File: src/core/pll_ctl_regs.vh
// Register map, field layout, reset values and timing counts of the PLL clock control
`ifndef PLL_CTL_REGS_VH
`define PLL_CTL_REGS_VH

// ----------------------------------------
// Register byte offsets
// ----------------------------------------
`define OFS_CTRL 8'h00
`define OFS_DIVS 8'h04
`define OFS_CLKDIV 8'h08
`define OFS_STATUS 8'h0c
`define OFS_RATIO 8'h10

// ----------------------------------------
// Control register fields
// ----------------------------------------
`define CTRL_PLL_EN 0
`define CTRL_SEL_PLL 1
`define CTRL_DEEP 2
`define CTRL_RESET 3'h0

// ----------------------------------------
// Divider register fields
// ----------------------------------------
`define DIV_PRE_LSB 0
`define DIV_PRE_MSB 4
`define DIV_MUL_LSB 8
`define DIV_MUL_MSB 16
`define DIV_POST_LSB 24
`define DIV_POST_MSB 28
`define DIV_PRE_RESET 5'h00
`define DIV_MUL_RESET 9'h030
`define DIV_POST_RESET 5'h01
`define FIELD_OFFSET 2

// ----------------------------------------
// Peripheral clock divider fields
// ----------------------------------------
`define CLKDIV_BUS_LSB 0
`define CLKDIV_BUS_MSB 3
`define CLKDIV_AUX_LSB 8
`define CLKDIV_AUX_MSB 11

// ----------------------------------------
// Timing
// ----------------------------------------
`define REF_FREQ_MHZ 4
`define LOCK_TIME_US 500
`define LOCK_REF_EDGES (`LOCK_TIME_US * `REF_FREQ_MHZ)
`define SWITCH_GAP 3

`endif

File: src/core/pll_clock_control_sleep.v
// PLL divider control, lock timer, glitch-free core clock select and sleep gating
//
// Function
// - PLL reference is only the trimmed 4 MHz reference oscillator.
// - Output frequency is input times multiplier over pre, post and two.
// - Effective pre-divider spans 2 to 33.
// - Effective loop multiplier spans 2 to 513.
// - Post-divider field spans 0 to 31, then a further divide by two.
// - Multiplier and pre-divider fields hold value minus two.
// - Post-divider field is used directly, with extra factor two.
// - Output withheld until 500 us after divider programming.
// - Select-PLL command moves core source clock to the PLL.
// - Divider fields are never range-checked.
// - PLL disable stops the PLL at once, no handshake.
// - Ordinary sleep halts only the processor; any enabled interrupt wakes.
// - Deep sleep gates aux, bus and part of core source clocks.
// - Only timer, watchdog and GPIO wake from deep sleep.
// - Timer, watchdog or GPIO wake ungates clocks, then interrupts the processor.
// - Core source mux picks root clock or PLL output.
// - Bus and aux clocks come from separately programmable dividers.

`default_nettype none
`include "pll_ctl_regs.vh"

module pll_clock_control_sleep (
  // Clock and reset
  input wire CLK,
  input wire SRST,
  // AHB-Lite slave
  input wire HSEL,
  input wire [7:0] HADDR,
  input wire [1:0] HTRANS,
  input wire HWRITE,
  input wire [2:0] HSIZE,
  input wire [31:0] HWDATA,
  input wire HREADY,
  output reg [31:0] HRDATA,
  output wire HREADYOUT,
  output wire HRESP,
  // Reference oscillator, sampled level
  input wire TRIMMED_REFERENCE_OSC,
  // Analog loop controls
  output reg PLL_RUN,
  output reg [4:0] PRE_DIVIDER,
  output reg [8:0] LOOP_MULTIPLIER,
  output reg [4:0] POST_DIVIDER,
  // Core source clock gates
  output reg ROOT_CLK_EN,
  output reg MULTIPLIED_CLOCK_NET_EN,
  output reg CORE_GATE_EN,
  // Derived clock enables
  output reg BUS_CLK_TICK,
  output reg AUX_CLK_TICK,
  // Sleep control
  input wire SLEEP_REQ,
  input wire IRQ_PENDING,
  input wire RTC_WAKE,
  input wire WDT_WAKE,
  input wire GPIO_WAKE,
  output reg CPU_HALT,
  output reg WAKE_IRQ,
  // Status
  output reg LOCK_DONE
);

  // ----------------------------------------
  // State codes
  // ----------------------------------------
  localparam [3:0] ST_RUN = 4'h1;
  localparam [3:0] ST_SLEEP = 4'h2;
  localparam [3:0] ST_DEEP = 4'h4;
  localparam [3:0] ST_WAKE = 4'h8;

  // ----------------------------------------
  // Count end points
  // ----------------------------------------
  // Full-width forms, cut to the counter widths on purpose below
  localparam [31:0] LOCK_LAST_FULL = `LOCK_REF_EDGES - 1;
  localparam [31:0] GAP_LAST_FULL = `SWITCH_GAP - 1;
  // Last lock count before the lock-done flag; fits 11 bits
  localparam [10:0] LOCK_LAST = LOCK_LAST_FULL[10:0];
  // Last gap count of a break-before-make switch
  localparam [1:0] GAP_LAST = GAP_LAST_FULL[1:0];

  // ----------------------------------------
  // Registers and nets
  // ----------------------------------------
  // Control bits and peripheral divider settings
  reg [2:0] ctrl_reg;
  reg [3:0] bus_div_reg;
  reg [3:0] aux_div_reg;
  // Address phase held for the data phase
  reg ph_wr_reg;
  reg [7:0] ph_addr_reg;
  // Reference edge detector and lock counter
  reg ref_d_reg;
  reg [10:0] lock_cnt_reg;
  // Core source mux state
  reg on_pll_reg;
  reg switching_reg;
  reg [1:0] gap_reg;
  // Derived clock counters
  reg [3:0] bus_cnt_reg;
  reg [3:0] aux_cnt_reg;
  // Sleep state machine
  reg [3:0] state_reg;
  reg [3:0] state_next;
  // Bus decode
  wire addr_phase;
  wire wr_ctrl;
  wire wr_divs;
  wire [2:0] ctrl_next;
  // Lock, mux and wake conditions
  wire restart_lock;
  wire ref_rise;
  wire want_pll;
  wire deep_wake;
  // Frequency ratio readback
  wire [31:0] ratio_full;
  wire [11:0] ratio_num;
  wire [10:0] ratio_den;
  wire [6:0] pre_eff;
  wire [5:0] post_x2;

  // ----------------------------------------
  // Bus slave
  // ----------------------------------------
  // Zero-wait slave: every transfer completes at once with OKAY
  assign HREADYOUT = 1'b1;
  assign HRESP = 1'b0;
  // Taken only when selected, ready and NONSEQ or SEQ
  assign addr_phase = HSEL & HREADY & HTRANS[1];
  // Data phase decode from the held address
  assign wr_ctrl = ph_wr_reg & (ph_addr_reg == `OFS_CTRL);
  assign wr_divs = ph_wr_reg & (ph_addr_reg == `OFS_DIVS);
  // Control value as it stands after this edge, so a read or a disable
  // right behind a control write already sees the new bits
  assign ctrl_next = wr_ctrl ? HWDATA[2:0] : ctrl_reg;

  // Address phase capture
  always @(posedge CLK) begin
    if (SRST) begin
      ph_wr_reg <= 1'b0;
      ph_addr_reg <= 8'h00;
    end else begin
      ph_wr_reg <= addr_phase & HWRITE;
      ph_addr_reg <= HADDR;
    end
  end

  // Register writes in the data phase; fields stored unchecked
  always @(posedge CLK) begin
    if (SRST) begin
      ctrl_reg <= `CTRL_RESET;
      PRE_DIVIDER <= `DIV_PRE_RESET;
      LOOP_MULTIPLIER <= `DIV_MUL_RESET;
      POST_DIVIDER <= `DIV_POST_RESET;
      bus_div_reg <= 4'h0;
      aux_div_reg <= 4'h0;
    end else if (ph_wr_reg) begin
      if (wr_ctrl)
        ctrl_reg <= HWDATA[2:0];
      if (wr_divs) begin
        PRE_DIVIDER <= HWDATA[`DIV_PRE_MSB:`DIV_PRE_LSB];
        LOOP_MULTIPLIER <= HWDATA[`DIV_MUL_MSB:`DIV_MUL_LSB];
        POST_DIVIDER <= HWDATA[`DIV_POST_MSB:`DIV_POST_LSB];
      end
      if (ph_addr_reg == `OFS_CLKDIV) begin
        bus_div_reg <= HWDATA[`CLKDIV_BUS_MSB:`CLKDIV_BUS_LSB];
        aux_div_reg <= HWDATA[`CLKDIV_AUX_MSB:`CLKDIV_AUX_LSB];
      end
    end
  end

  // Frequency ratio: fields offset by two, post doubled
  assign pre_eff = {2'b00, PRE_DIVIDER} + 7'd`FIELD_OFFSET;
  assign ratio_full = `REF_FREQ_MHZ * ({23'h000000, LOOP_MULTIPLIER} + 32'd`FIELD_OFFSET);
  assign ratio_num = ratio_full[11:0]; // At most 4 * 513, fits 12 bits
  assign post_x2 = {POST_DIVIDER, 1'b0};
  assign ratio_den = pre_eff * post_x2;

  // Read data registered in the address phase
  always @(posedge CLK) begin
    if (SRST) begin
      HRDATA <= 32'h00000000;
    end else if (addr_phase & ~HWRITE) begin
      case (HADDR)
        `OFS_CTRL: HRDATA <= {29'h0, ctrl_next};
        `OFS_DIVS: HRDATA <= {3'h0, POST_DIVIDER, 7'h0, LOOP_MULTIPLIER, 3'h0, PRE_DIVIDER};
        `OFS_CLKDIV: HRDATA <= {20'h0, aux_div_reg, 4'h0, bus_div_reg};
        `OFS_STATUS: HRDATA <= {28'h0, PLL_RUN, state_reg[2], on_pll_reg, LOCK_DONE};
        `OFS_RATIO: HRDATA <= {5'h0, ratio_den, 4'h0, ratio_num};
        // Unmapped offsets read as zero
        default: HRDATA <= 32'h00000000;
      endcase
    end
  end

  // ----------------------------------------
  // PLL enable and lock timer
  // ----------------------------------------
  // Only the trimmed reference feeds the lock timer
  assign ref_rise = TRIMMED_REFERENCE_OSC & ~ref_d_reg;
  // Any divider write or a fresh enable makes the loop relock
  assign restart_lock = wr_divs | (wr_ctrl & HWDATA[`CTRL_PLL_EN] & ~ctrl_reg[`CTRL_PLL_EN]);

  // Reference edge detector
  always @(posedge CLK) begin
    if (SRST)
      ref_d_reg <= 1'b0;
    else
      ref_d_reg <= TRIMMED_REFERENCE_OSC;
  end

  // Run follows the enable bit at once; lock counts reference edges
  always @(posedge CLK) begin
    if (SRST) begin
      PLL_RUN <= 1'b0;
      lock_cnt_reg <= 11'h000;
      LOCK_DONE <= 1'b0;
    end else begin
      PLL_RUN <= ctrl_next[`CTRL_PLL_EN];
      // Restart beats completion in the same cycle: the old count is stale
      if (~ctrl_next[`CTRL_PLL_EN] | restart_lock) begin
        lock_cnt_reg <= 11'h000;
        LOCK_DONE <= 1'b0;
      end else if (ref_rise & ~LOCK_DONE) begin
        if (lock_cnt_reg == LOCK_LAST)
          LOCK_DONE <= 1'b1;
        else
          lock_cnt_reg <= lock_cnt_reg + 11'h001;
      end
    end
  end

  // ----------------------------------------
  // Core source clock mux
  // ----------------------------------------
  // Select takes effect only once the loop runs and is locked
  assign want_pll = ctrl_reg[`CTRL_SEL_PLL] & LOCK_DONE & PLL_RUN;

  // Break before make: both gates low for a gap, then the new one
  always @(posedge CLK) begin
    if (SRST) begin
      on_pll_reg <= 1'b0;
      switching_reg <= 1'b0;
      gap_reg <= 2'h0;
      ROOT_CLK_EN <= 1'b1;
      MULTIPLIED_CLOCK_NET_EN <= 1'b0;
    end else if (~PLL_RUN & on_pll_reg) begin
      // Loop stopped under the mux: drop the multiplied path at once
      on_pll_reg <= 1'b0;
      MULTIPLIED_CLOCK_NET_EN <= 1'b0;
      switching_reg <= 1'b1;
      gap_reg <= 2'h0;
    end else if (switching_reg) begin
      // Both paths stay off until the gap has run out
      if (gap_reg == GAP_LAST) begin
        switching_reg <= 1'b0;
        ROOT_CLK_EN <= ~on_pll_reg;
        MULTIPLIED_CLOCK_NET_EN <= on_pll_reg;
      end else begin
        gap_reg <= gap_reg + 2'h1;
      end
    end else if (want_pll != on_pll_reg) begin
      on_pll_reg <= want_pll;
      switching_reg <= 1'b1;
      gap_reg <= 2'h0;
      ROOT_CLK_EN <= 1'b0;
      MULTIPLIED_CLOCK_NET_EN <= 1'b0;
    end
  end

  // ----------------------------------------
  // Sleep control
  // ----------------------------------------
  // Sources that keep a clock through deep sleep
  assign deep_wake = RTC_WAKE | WDT_WAKE | GPIO_WAKE;

  // Next sleep state
  always @* begin
    state_next = state_reg;
    case (state_reg)
      ST_RUN:
        if (SLEEP_REQ)
          state_next = ctrl_reg[`CTRL_DEEP] ? ST_DEEP : ST_SLEEP;
      ST_SLEEP:
        if (IRQ_PENDING | deep_wake)
          state_next = ST_RUN;
      // Deep sleep ignores ordinary interrupts
      ST_DEEP:
        if (deep_wake)
          state_next = ST_WAKE;
      // One cycle in WAKE lets the clocks settle before the interrupt
      ST_WAKE:
        state_next = ST_RUN;
      default:
        state_next = ST_RUN;
    endcase
  end

  // Sleep state, gates and wake interrupt
  always @(posedge CLK) begin
    if (SRST) begin
      state_reg <= ST_RUN;
      CPU_HALT <= 1'b0;
      CORE_GATE_EN <= 1'b1;
      WAKE_IRQ <= 1'b0;
    end else begin
      state_reg <= state_next;
      CPU_HALT <= state_next[1] | state_next[2];
      CORE_GATE_EN <= ~state_next[2];
      WAKE_IRQ <= state_reg[3];
    end
  end

  // ----------------------------------------
  // Bus and auxiliary clock dividers
  // ----------------------------------------
  // Tick every (divider + 1) cycles; a new divider applies at once to the running count
  // Ticks stop on the same edge as the core gate so none leaks into deep sleep
  always @(posedge CLK) begin
    if (SRST) begin
      bus_cnt_reg <= 4'h0;
      aux_cnt_reg <= 4'h0;
      BUS_CLK_TICK <= 1'b0;
      AUX_CLK_TICK <= 1'b0;
    end else if (state_next[2]) begin
      BUS_CLK_TICK <= 1'b0;
      AUX_CLK_TICK <= 1'b0;
    end else begin
      BUS_CLK_TICK <= (bus_cnt_reg == bus_div_reg);
      AUX_CLK_TICK <= (aux_cnt_reg == aux_div_reg);
      bus_cnt_reg <= (bus_cnt_reg >= bus_div_reg) ? 4'h0 : bus_cnt_reg + 4'h1;
      aux_cnt_reg <= (aux_cnt_reg >= aux_div_reg) ? 4'h0 : aux_cnt_reg + 4'h1;
    end
  end

endmodule
`default_nettype wire

File: config.mk
export PLATFORM = sky130hd
export DESIGN_NAME = pll_clock_control_sleep
export DESIGN_NICKNAME = d
export VERILOG_FILES = /design/src/core/pll_clock_control_sleep.v
export VERILOG_INCLUDE_DIRS = /design/src /design/src/core
export SDC_FILE = /design/constraint.sdc
export NUM_CORES = 1
export LEC_CHECK = 0
export ABC_AREA = 1
export BUFFER_PORTS_ARGS = -buffer_cell sky130_fd_sc_hd__buf_2
export CORE_MARGIN = 2
export CORE_UTILIZATION = 56
export DETAILED_ROUTE_END_ITERATION = 10
export PLACE_DENSITY = 0.81
export RECOVER_POWER = 25
export SLEW_MARGIN = 20
export SYNTH_ARGS = -nofsm -noshare
export SYNTH_HDL_FRONTEND = slang
export SYNTH_SLANG_ARGS = --single-unit
File: constraint.sdc
create_clock -name CLK -period 4.9 [get_ports CLK]
set_input_delay 0.735 -clock CLK [delete_from_list [all_inputs] [get_ports CLK]]
set_output_delay 0.735 -clock CLK [all_outputs]
set_load 0.01 [all_outputs]
---- Yosys cells after proc, flatten, opt, wreduce, memory -nomap -nowiden ----
Index checks and enable logic that the tools add are counted.
word-level totals
  input port bits ......................... 56
  bits in read-only memories .............. 0
  bits in latches ......................... 0
  word-level logic and storage cells ...... 121
  memories ................................ 0
  output and inout bits ................... 62
  bits in writable memories ............... 0
  bits in registers ....................... 108
cells by class
  magnitude comparators ................... 2
  multipliers ............................. 1
  shift operators ......................... 0
  add/sub/neg operators ................... 6
  reduce and logical (&&, ||, !) cells .... 15
  div/mod/pow operators ................... 0
  muxes and demuxes ....................... 21
  bitwise logic cells ..................... 30
  eq/ne operators ......................... 19
operator list
  cell                                                              number
  29-bit case mux with 5 select lines                               1
  8-bit by 4-bit == test with 1-bit output (second input constant)  3
  4-bit 2-to-1 mux                                                  5
  8-bit by 3-bit == test with 1-bit output (second input constant)  2
  8-bit zero test                                                   2
  2-bit AND reduction                                               7
  1-bit bitwise AND                                                 13
  4-bit case mux with 3 select lines                                1
  11-bit by 1-bit adder with 11-bit output (second input constant)  1
  11-bit == test (second input constant)                            1
  1-bit inverter                                                    11
  9-bit by 2-bit adder with 10-bit output (second input constant)   1
  6-bit by 5-bit multiplier with 10-bit output                      1
  1-bit 2-to-1 mux                                                  9
  4-bit by 1-bit adder with 4-bit output (second input constant)    2
  4-bit == test                                                     2
  8-bit by 5-bit == test with 1-bit output (second input constant)  1
  4-bit greater-or-equal comparator                                 2
  2-bit inequality test (second input constant)                     4
  5-bit by 2-bit adder with 6-bit output (second input constant)    1
  2-bit 2-to-1 mux                                                  3
  3-bit 2-to-1 mux                                                  2
  1-bit OR                                                          6
  3-bit AND reduction                                               2
  9 further kinds                                                   11

---- Depth between registers and ports, before layout ----
Gate-level depths: netlist (run 1).
  depth in word-level cells ............... 7
  mapped depth ............................ 19
  gate-level depth less buffers ........... 19

---- Worst setup path before layout (run 1) ----
Ideal clock, no wire load.
  path kind ............................... reg-to-reg
  start point ............................. register PRE_DIVIDER[1]
  end point ............................... register HRDATA[25]
  arrival ................................. 3612 ps
  cell stages (with the launch flop) ...... 18
  setup slack ............................. 1178 ps
  clock period less this slack ............ 3722 ps
  setup time .............................. 110 ps
  data required time ...................... 4790 ps
  buffers on the path ..................... 0
  cells stage by stage .................... dfxtp_1 ha_1 xor2_1 inv_1 nor2_1 fa_1 fa_1 inv_1 fa_1 inv_1 ha_1 a21o_1 nand2_1 nand4_1 nand3_1 nand3_1 nand2_1 inv_1
on the way
  word-level cells in the longest chain between the ends .. 3
RTL lines
  item                                              RTL line                       RTL
  from (decl)                                       pll_clock_control_sleep.v:44   output reg [4:0] PRE_DIVIDER,
  from (signal assigned)                            pll_clock_control_sleep.v:155  PRE_DIVIDER <= `DIV_PRE_RESET;
  from (signal assigned)                            pll_clock_control_sleep.v:164  PRE_DIVIDER <= HWDATA[`DIV_PRE_MSB:`DIV_PRE_LSB];
  5-bit by 2-bit adder with 6-bit output (no line)  --
  6-bit by 5-bit multiplier with 10-bit output      pll_clock_control_sleep.v:180  assign ratio_den = pre_eff * post_x2;
  29-bit case mux with 5 select lines               pll_clock_control_sleep.v:187  case (HADDR)
  to (signal assigned)                              pll_clock_control_sleep.v:188  `OFS_CTRL: HRDATA <= {29'h0, ctrl_next};
  to (signal assigned)                              pll_clock_control_sleep.v:189  `OFS_DIVS: HRDATA <= {3'h0, POST_DIVIDER, 7'h0, LOOP_MULTIPLIER, 3'h0, PRE_DIVIDER};
  to (signal assigned)                              pll_clock_control_sleep.v:190  `OFS_CLKDIV: HRDATA <= {20'h0, aux_div_reg, 4'h0, bus_div_reg};
  to (decl)                                         pll_clock_control_sleep.v:37   output reg [31:0] HRDATA,
No other way between the ends.
A chain may end at the register's enable or synchronous reset.

---- Worst setup path in the final report (run 1) ----
  start point ............................. register PRE_DIVIDER[1]
  end point ............................... register HRDATA[26]
Same word-level chain as after synthesis.

==> results of run 1 <==
[power by group]
group           total, W  switching, W  internal, W
sequential      0.000864    0.00000349     0.000861
clock           0.000545      0.000323     0.000222
combinational  0.0000817     0.0000567    0.0000250
[critical path: stages, from the launching register on]
cell	delay [ns]
dfxtp_1	0.53
ha_1	0.29
xor2_1	0.26
inv_1	0.11
nor2_1	0.13
fa_1	0.45
fa_1	0.54
inv_1	0.06
fa_1	0.54
inv_1	0.05
ha_1	0.36
nand2_1	0.10
nor2_1	0.09
nand2_1	0.06
nand2_1	0.08
nand2_1	0.05
nand2_1	0.05
nor2_1	0.05
nor2_1	0.08
nor2_1	0.04
[kinds of logic (layout without fill, tap and decap cells)]
group / Yosys count / in the layout / share of synthesized area, %
adders and majority gates: 43 / 43 / 10.4
other: 2 / 5 / 0.126
DFF: 105 / 105 / 35.3
AOI/OAI and AO/OA: 106 / 106 / 10.6
buffers and inverters: 157 / 240 / 11.2
xor gates and xnor gates: 9 / 9 / 1.32
and+or+nand+nor: 409 / 409 / 31.0
[how the worst max path moves through the flow]
stage,from,endpoint,slack [ns],depth (start not counted)
CTS,PRE_DIVIDER[1],HRDATA[25],0.83,17
detailed placement,PRE_DIVIDER[1],HRDATA[25],0.84,17
global placement,PRE_DIVIDER[1],HRDATA[24],0.96,19
floorplan,PRE_DIVIDER[1],HRDATA[25],1.18,17
finish,PRE_DIVIDER[1],HRDATA[26],0.77,19
global route,PRE_DIVIDER[1],HRDATA[24],0.42,19
[layout make-up]
type | count | share of cell area [%]
Sequential cell | 105 | 31.8
Inverter | 127 | 7.20
Multi-Input combinational cell | 572 | 48.3
Clock buffer | 11 | 2.29
Timing Repair Buffer | 97 | 7.20
Clock inverter | 5 | 0.718
Tap cell | 136 | 2.57
[metrics by stage]
stage / instances / worst slack (ns) / instance area (um2) / hold slack [ns]
6_report: 1053 / 0.770 / 6620 / 0.455
5_1_grt: 1053 / 0.421 / 6620 / 0.497
4_1_cts: 1053 / 0.831 / 6630 / 0.457
3_5_place_dp: 1037 / 0.843 / 6430 / 0.442
3_3_place_gp: 1037 / 0.955 / 6430 / 0.443
2_1_floorplan: 834 / 1.18 / 5960 / 0.426
[metal layers]
layer,GRT usage (%),wire [um]
met5,0,0
met4,8.63,328
met2,42.8,6430
met3,4.62,910
met1,33.4,6380
[cell usage in the layout, fill, tap and decap left out, types with 6 or more instances in the layout]
| cell type | instances |
|---|---|
| inv_1 | 116 |
| inv_2 | 10 |
| nor3_1 | 12 |
| nor2_2 | 12 |
| clkbuf_1 | 9 |
| o21ai_0 | 22 |
| buf_2 | 87 |
| xor2_1 | 8 |
| nor2_1 | 88 |
| nand2_1 | 175 |
| nand2_2 | 9 |
| ha_1 | 32 |
| clkbuf_8 | 11 |
| a21oi_2 | 6 |
| fa_1 | 11 |
| dfxtp_1 | 105 |
| a211oi_1 | 13 |
| nand4_1 | 20 |
| a21oi_1 | 46 |
| nand3_1 | 74 |
==> flow_metrics.py, run 1 <==
metrics = {
    "synthesis": {
        "netlist_top_cells_area": "dfxtp_1 35%, nand2_1 11%, inv_1 7.3%, ha_1 6.7%, nand3_1 6.2%",
        "ys_ff_latch": 105,
        "synth_commonest_cells": "175 x nand2_1, 116 x inv_1, 105 x dfxtp_1",
        "syn_area_mm2": 0.00595,
        "synthDominantCellAreaShare_pct": 35.3,
        "synth_area_leader_cell": "dfxtp_1",
        "synthCells": 831,
        "ys_seq_area_share_pct": 35.3,
        "syn_avg_cell_area_um2": 7.16,
        "async_flop_share_pct": 0,
        "synth_ff_type": "dfxtp_1",
        "yosysUniqueCellTypes": 44,
        "synth_edf_count": 0,
        "yosysMostFrequentCell": "nand2_1",
        "yosysWarnings": 0,
    },
    "min_path": {
        "hold_path_depth": 1,
        "min_path_type": "reg -> reg",
        "whs_endpoint": "gap_reg[0]",
        "worstHoldStart": "gap_reg[0]",
    },
    "placement": {
        "gp_congestion": 0.944,
        "port_buffers": 95,
        "hpwl_um": 10700,
    },
    "timing": {
        "hold_viol": 0,
        "final.setup.tns_ns": 0,
        "final.period_utilization_pct": 84.3,
        "finClkSkew_ns": 0.0176,
        "worst_pin_slew_ns": 2.93,
        "final_max_slew_viol_count": 64,
        "rsz0062_at_grt": "no",
        "relSlewSlack_pct": -95.6,
        "setup_viol": 0,
        "finalCriticalPeriod_ns": 4.13,
        "fmax_mhz": 242,
    },
    "routing": {
        "wl_per_cell_um": 13.3,
        "remaining_drc_errors": 0,
        "drtPass1Iterations": 5,
        "routed-via-count": 5534,
        "viasPerCell": 5.26,
        "drt_iter0_drc": 299,
        "routed_wl_um": 14000,
        "detail-route-antenna-nets": 0,
    },
    "clock_tree": {
        "htreeDepth": 3,
        "worstSkewPairLatency_ns": 0.37,
        "root_buffer": "clkbuf_8",
        "ctsHoldBuffers": 0,
        "clock-sinks": 105,
        "post-cts-setup-buffers": 0,
        "max-clock-path-buffers": 2,
        "cts_tree": "built",
        "numCtsBuffers": 9,
        "cts_resized": 0,
        "clk_pin_slew_worst_paths_ns": 0.12,
    },
    "flow_run": {
        "maxCapViolations": 1,
    },
    "layout": {
        "largest_reg_flops": 29,
        "multi_input_area_mm2": 0.00319,
        "diodes": 0,
        "area_growth_syn_to_layout_pct": 11.2,
        "register_area_mm2": 0.00210,
        "drive_above_1_share_pct": 17.0,
        "fillers": 950,
        "finalNetCount": 1011,
        "fin_util_pct": 64.1,
    },
    "critical_path": {
        "worstRegToRegCells": 19,
        "r2r-start": "PRE_DIVIDER[1]",
        "rr_endpoint": "HRDATA[26]",
        "crit_path_start_kind": "flop",
        "cp-end-kind": "flop",
        "cp.required_ns": 5.06,
        "cp.arrival_ns": 4.29,
        "critPathKind": "reg -> reg",
        "ff2ff_setup_slack_ns": 0.77,
        "path_max_fanout": 9,
    },
    "die": {
        "die_w_um": 107,
        "ios": 118,
        "rows": 37,
        "start_util_pct": 57.6,
        "core_mm2": 0.0103,
        "die_h_um": 107,
        "dieArea_mm2": 0.0115,
    },
    "grt": {
        "grt_pass1_vias": 5138,
        "antenna_found_initial": 0,
        "track_usage_pct": 25.6,
        "grt_overflow": 0,
        "grt_max_degree": 64,
        "grt_pass1_wl_um": 23700,
    },
    "power_and_ir_drop": {
        "ir_worst_vdd_v": 0.000189,
        "p_per_area_mw_per_mm2": 225,
        "report.power.total_w": 0.00149,
        "leakagePower_nw": 3.22,
    },
    "status": {
        "violations": "capacitance limit, slew limit",
        "status": "finished with violations",
    },
}
Note: power is estimated with default switching activity, not from simulation.
==> inputs of run 2 (changes only) <==
clock period = 3.9 ns   (was 4.9 ns; I/O delays follow)
==> run 2 against run 1 <==
  * Wire length is 1.8% higher
  * Critical endpoint is now HRDATA[25]
  * Critical path depth shrank 2
  * The run now ends clean
  * Clock skew is 0.0065 ns lower
  * Combinational power is 22% higher
  * Critical path type unchanged
  * Clock-buffer cell count down 1
  * Highest routed layer unchanged
  * Cell count is 0.57% higher
  * Die area unchanged
  * Design area up 0.42%
  * Setup slack worse by 0.56 ns
  * Total power grew 22%
  * Largest power group unchanged
==> flow_metrics.py, run 2 (same netlist as run 1, synthesis figures left out) <==
metrics = {
    "layout": {
        "diodes": 0,
        "final_common_cell": "nand2_1",
        "largest_reg_flops": 29,
        "area_growth_syn_to_layout_pct": 11.7,
        "layoutNonFillerInstCount": 1059,
        "final_area_mm2": 0.00665,
        "mostFrequentLayoutCells": "177 x nand2_1, 116 x inv_1, 104 x dfxtp_1, 90 x nor2_1, 77 x buf_2",
        "finalNetCount": 1017,
        "drive_above_1_share_pct": 16.7,
        "fin_util_pct": 64.4,
    },
    "power_and_ir_drop": {
        "p_sw_share_pct": 25.7,
        "report.power.total_w": 0.00182,
        "power.switching_w": 0.000469,
        "clock_power_share_pct": 34.9,
        "seqPwrFrac_pct": 59.6,
        "leakagePower_nw": 3.18,
        "p_int_w": 0.00135,
        "ir_worst_vdd_v": 0.000195,
        "p_per_area_mw_per_mm2": 274,
        "combPwrFrac_pct": 5.5,
    },
    "critical_path": {
        "max_stage_delay_ns": 0.54,
        "critPathBufInv": 4,
        "worstRegToRegCells": 17,
        "cpMaxStageDelayCell": "fa_1",
        "cp.depth": 17,
        "cp_common_cell": "inv_1",
        "worstPathCellList": "xor2_2 -> inv_1 -> nor2_1 -> fa_1 -> fa_1 -> inv_1 -> fa_1 -> inv_1 -> ha_2 -> a21o_1 -> nand2_1 -> nand3_1 -> nand2_1 -> nand3_1 -> nand3_1 -> nand2_1 -> inv_1",
        "cp-end-kind": "flop",
        "path_max_fanout": 8,
        "crit_path_start_kind": "flop",
        "critPathKind": "reg -> reg",
        "cp.required_ns": 4.17,
        "cp.arrival_ns": 3.96,
        "path_delay_family": "adder cells",
    },
    "grt": {
        "antenna_found_initial": 0,
        "grt_pass1_wl_um": 22800,
        "grt_pass1_vias": 4947,
        "grt_max_degree": 37,
        "track_usage_pct": 24.8,
        "grt_overflow": 0,
    },
    "timing": {
        "relSlewSlack_pct": 35.0,
        "final.period_utilization_pct": 94.6,
        "worst_pin_slew_ns": 0.975,
        "final.setup.tns_ns": 0,
        "finalCriticalPeriod_ns": 3.69,
        "final_max_slew_viol_count": 0,
        "finClkSkew_ns": 0.0112,
        "fmax_mhz": 271,
        "hold_viol": 0,
        "setup_viol": 0,
    },
    "routing": {
        "viasPerCell": 5.25,
        "routed-via-count": 5556,
        "remaining_drc_errors": 0,
        "detail-route-antenna-nets": 0,
        "drtPass1Iterations": 5,
        "drt_iter0_drc": 355,
        "wl_per_cell_um": 13.5,
        "routed_wl_um": 14300,
    },
    "die": {
        "ios": 118,
        "rows": 37,
        "core_mm2": 0.0103,
        "die_h_um": 107,
        "dieArea_mm2": 0.0115,
        "start_util_pct": 57.6,
        "die_w_um": 107,
    },
    "placement": {
        "dp_cells": 1042,
        "gp_congestion": 0.925,
        "port_buffers": 95,
        "place_area_mm2": 0.00647,
        "hpwl_um": 10500,
    },
    "clock_tree": {
        "numCtsBuffers": 9,
        "ctsHoldBuffers": 0,
        "worstSkewPairLatency_ns": 0.37,
        "clock-sinks": 105,
        "max-clock-path-buffers": 2,
        "root_buffer": "clkbuf_8",
        "cts_tree": "built",
        "clk_pin_slew_worst_paths_ns": 0.10,
        "htreeDepth": 3,
    },
    "status": {
        "status": "complete, no violations",
    },
    "flow_run": {
        "maxCapViolations": 0,
    },
    "min_path": {
        "min_path_type": "in -> reg",
        "hold_path_depth": 3,
    },
}
-- run 2: path summary, 6_finish.rpt --
| kind | from | to | slack (ns) |
|---|---|---|---|
| setup reg to reg | PRE_DIVIDER[3] | HRDATA[25] | 0.21 |
| hold reg to reg | gap_reg[0] | gap_reg[0] | 0.46 |
| hold / removal | HWDATA[13] | LOOP_MULTIPLIER[5] | 0.43 |
| setup / recovery | PRE_DIVIDER[3] | HRDATA[25] | 0.21 |
-- run 2: power groups by stage --
stage	sequential [W]	clock [W]	combinational [W]
detailed placement	0.00111	0	0.000103
floorplan	0.00111	0	0.0000672
global route	0.00109	0.000685	0.000111
global placement	0.00111	0	0.000102
finish	0.00109	0.000636	0.000100
CTS	0.00109	0.000655	0.000104
-- run 2: what timing repair did --
item / in CTS / in global routing
setup endpoints to repair: 0 / 4
setup buffers: 0 / 1
gates resized for setup: 0 / 7
hold endpoints to repair: 0 / 0
-- run 2: layout make-up --
type,count,area (um2)
clock inverters,6,51.3
multi-input cells,572,3200
inverters,127,477
fillers,925,3680
well taps,136,170
clock buffers,10,128
flip-flops and latches,105,2100
repair buffers,103,513
-- run 2: stage by stage --
| step | setup slack, ns | hold slack [ns] |
|---|---|---|
| floorplan | 0.178 | 0.426 |
| global placement | 0.205 | 0.437 |
| detailed placement | 0.0861 | 0.452 |
| CTS | 0.0550 | 0.421 |
| global route | -0.0139 | 0.434 |
| finish | 0.211 | 0.430 |
-- run 2: layer usage --
metal	track usage, %	vias up	part of all wire [%]
li1	-	2831	-
met1	32.2	2516	46
met2	41.1	176	46
met3	3.95	33	6.0
met4	9.93	0	2.3
met5	0	-	0
-- run 2: worst reg2reg max path, cell delays in order, from the launching register on --
cell and delay [ns]:
dfxtp_1 0.53, xor2_2 0.20, inv_1 0.10, nor2_1 0.13, fa_1 0.47, fa_1 0.54
inv_1 0.05, fa_1 0.52, inv_1 0.04, ha_2 0.35, a21o_1 0.17, nand2_1 0.09
nand3_1 0.09, nand2_1 0.05, nand3_1 0.07, nand3_1 0.08, nand2_1 0.06, inv_1 0.05
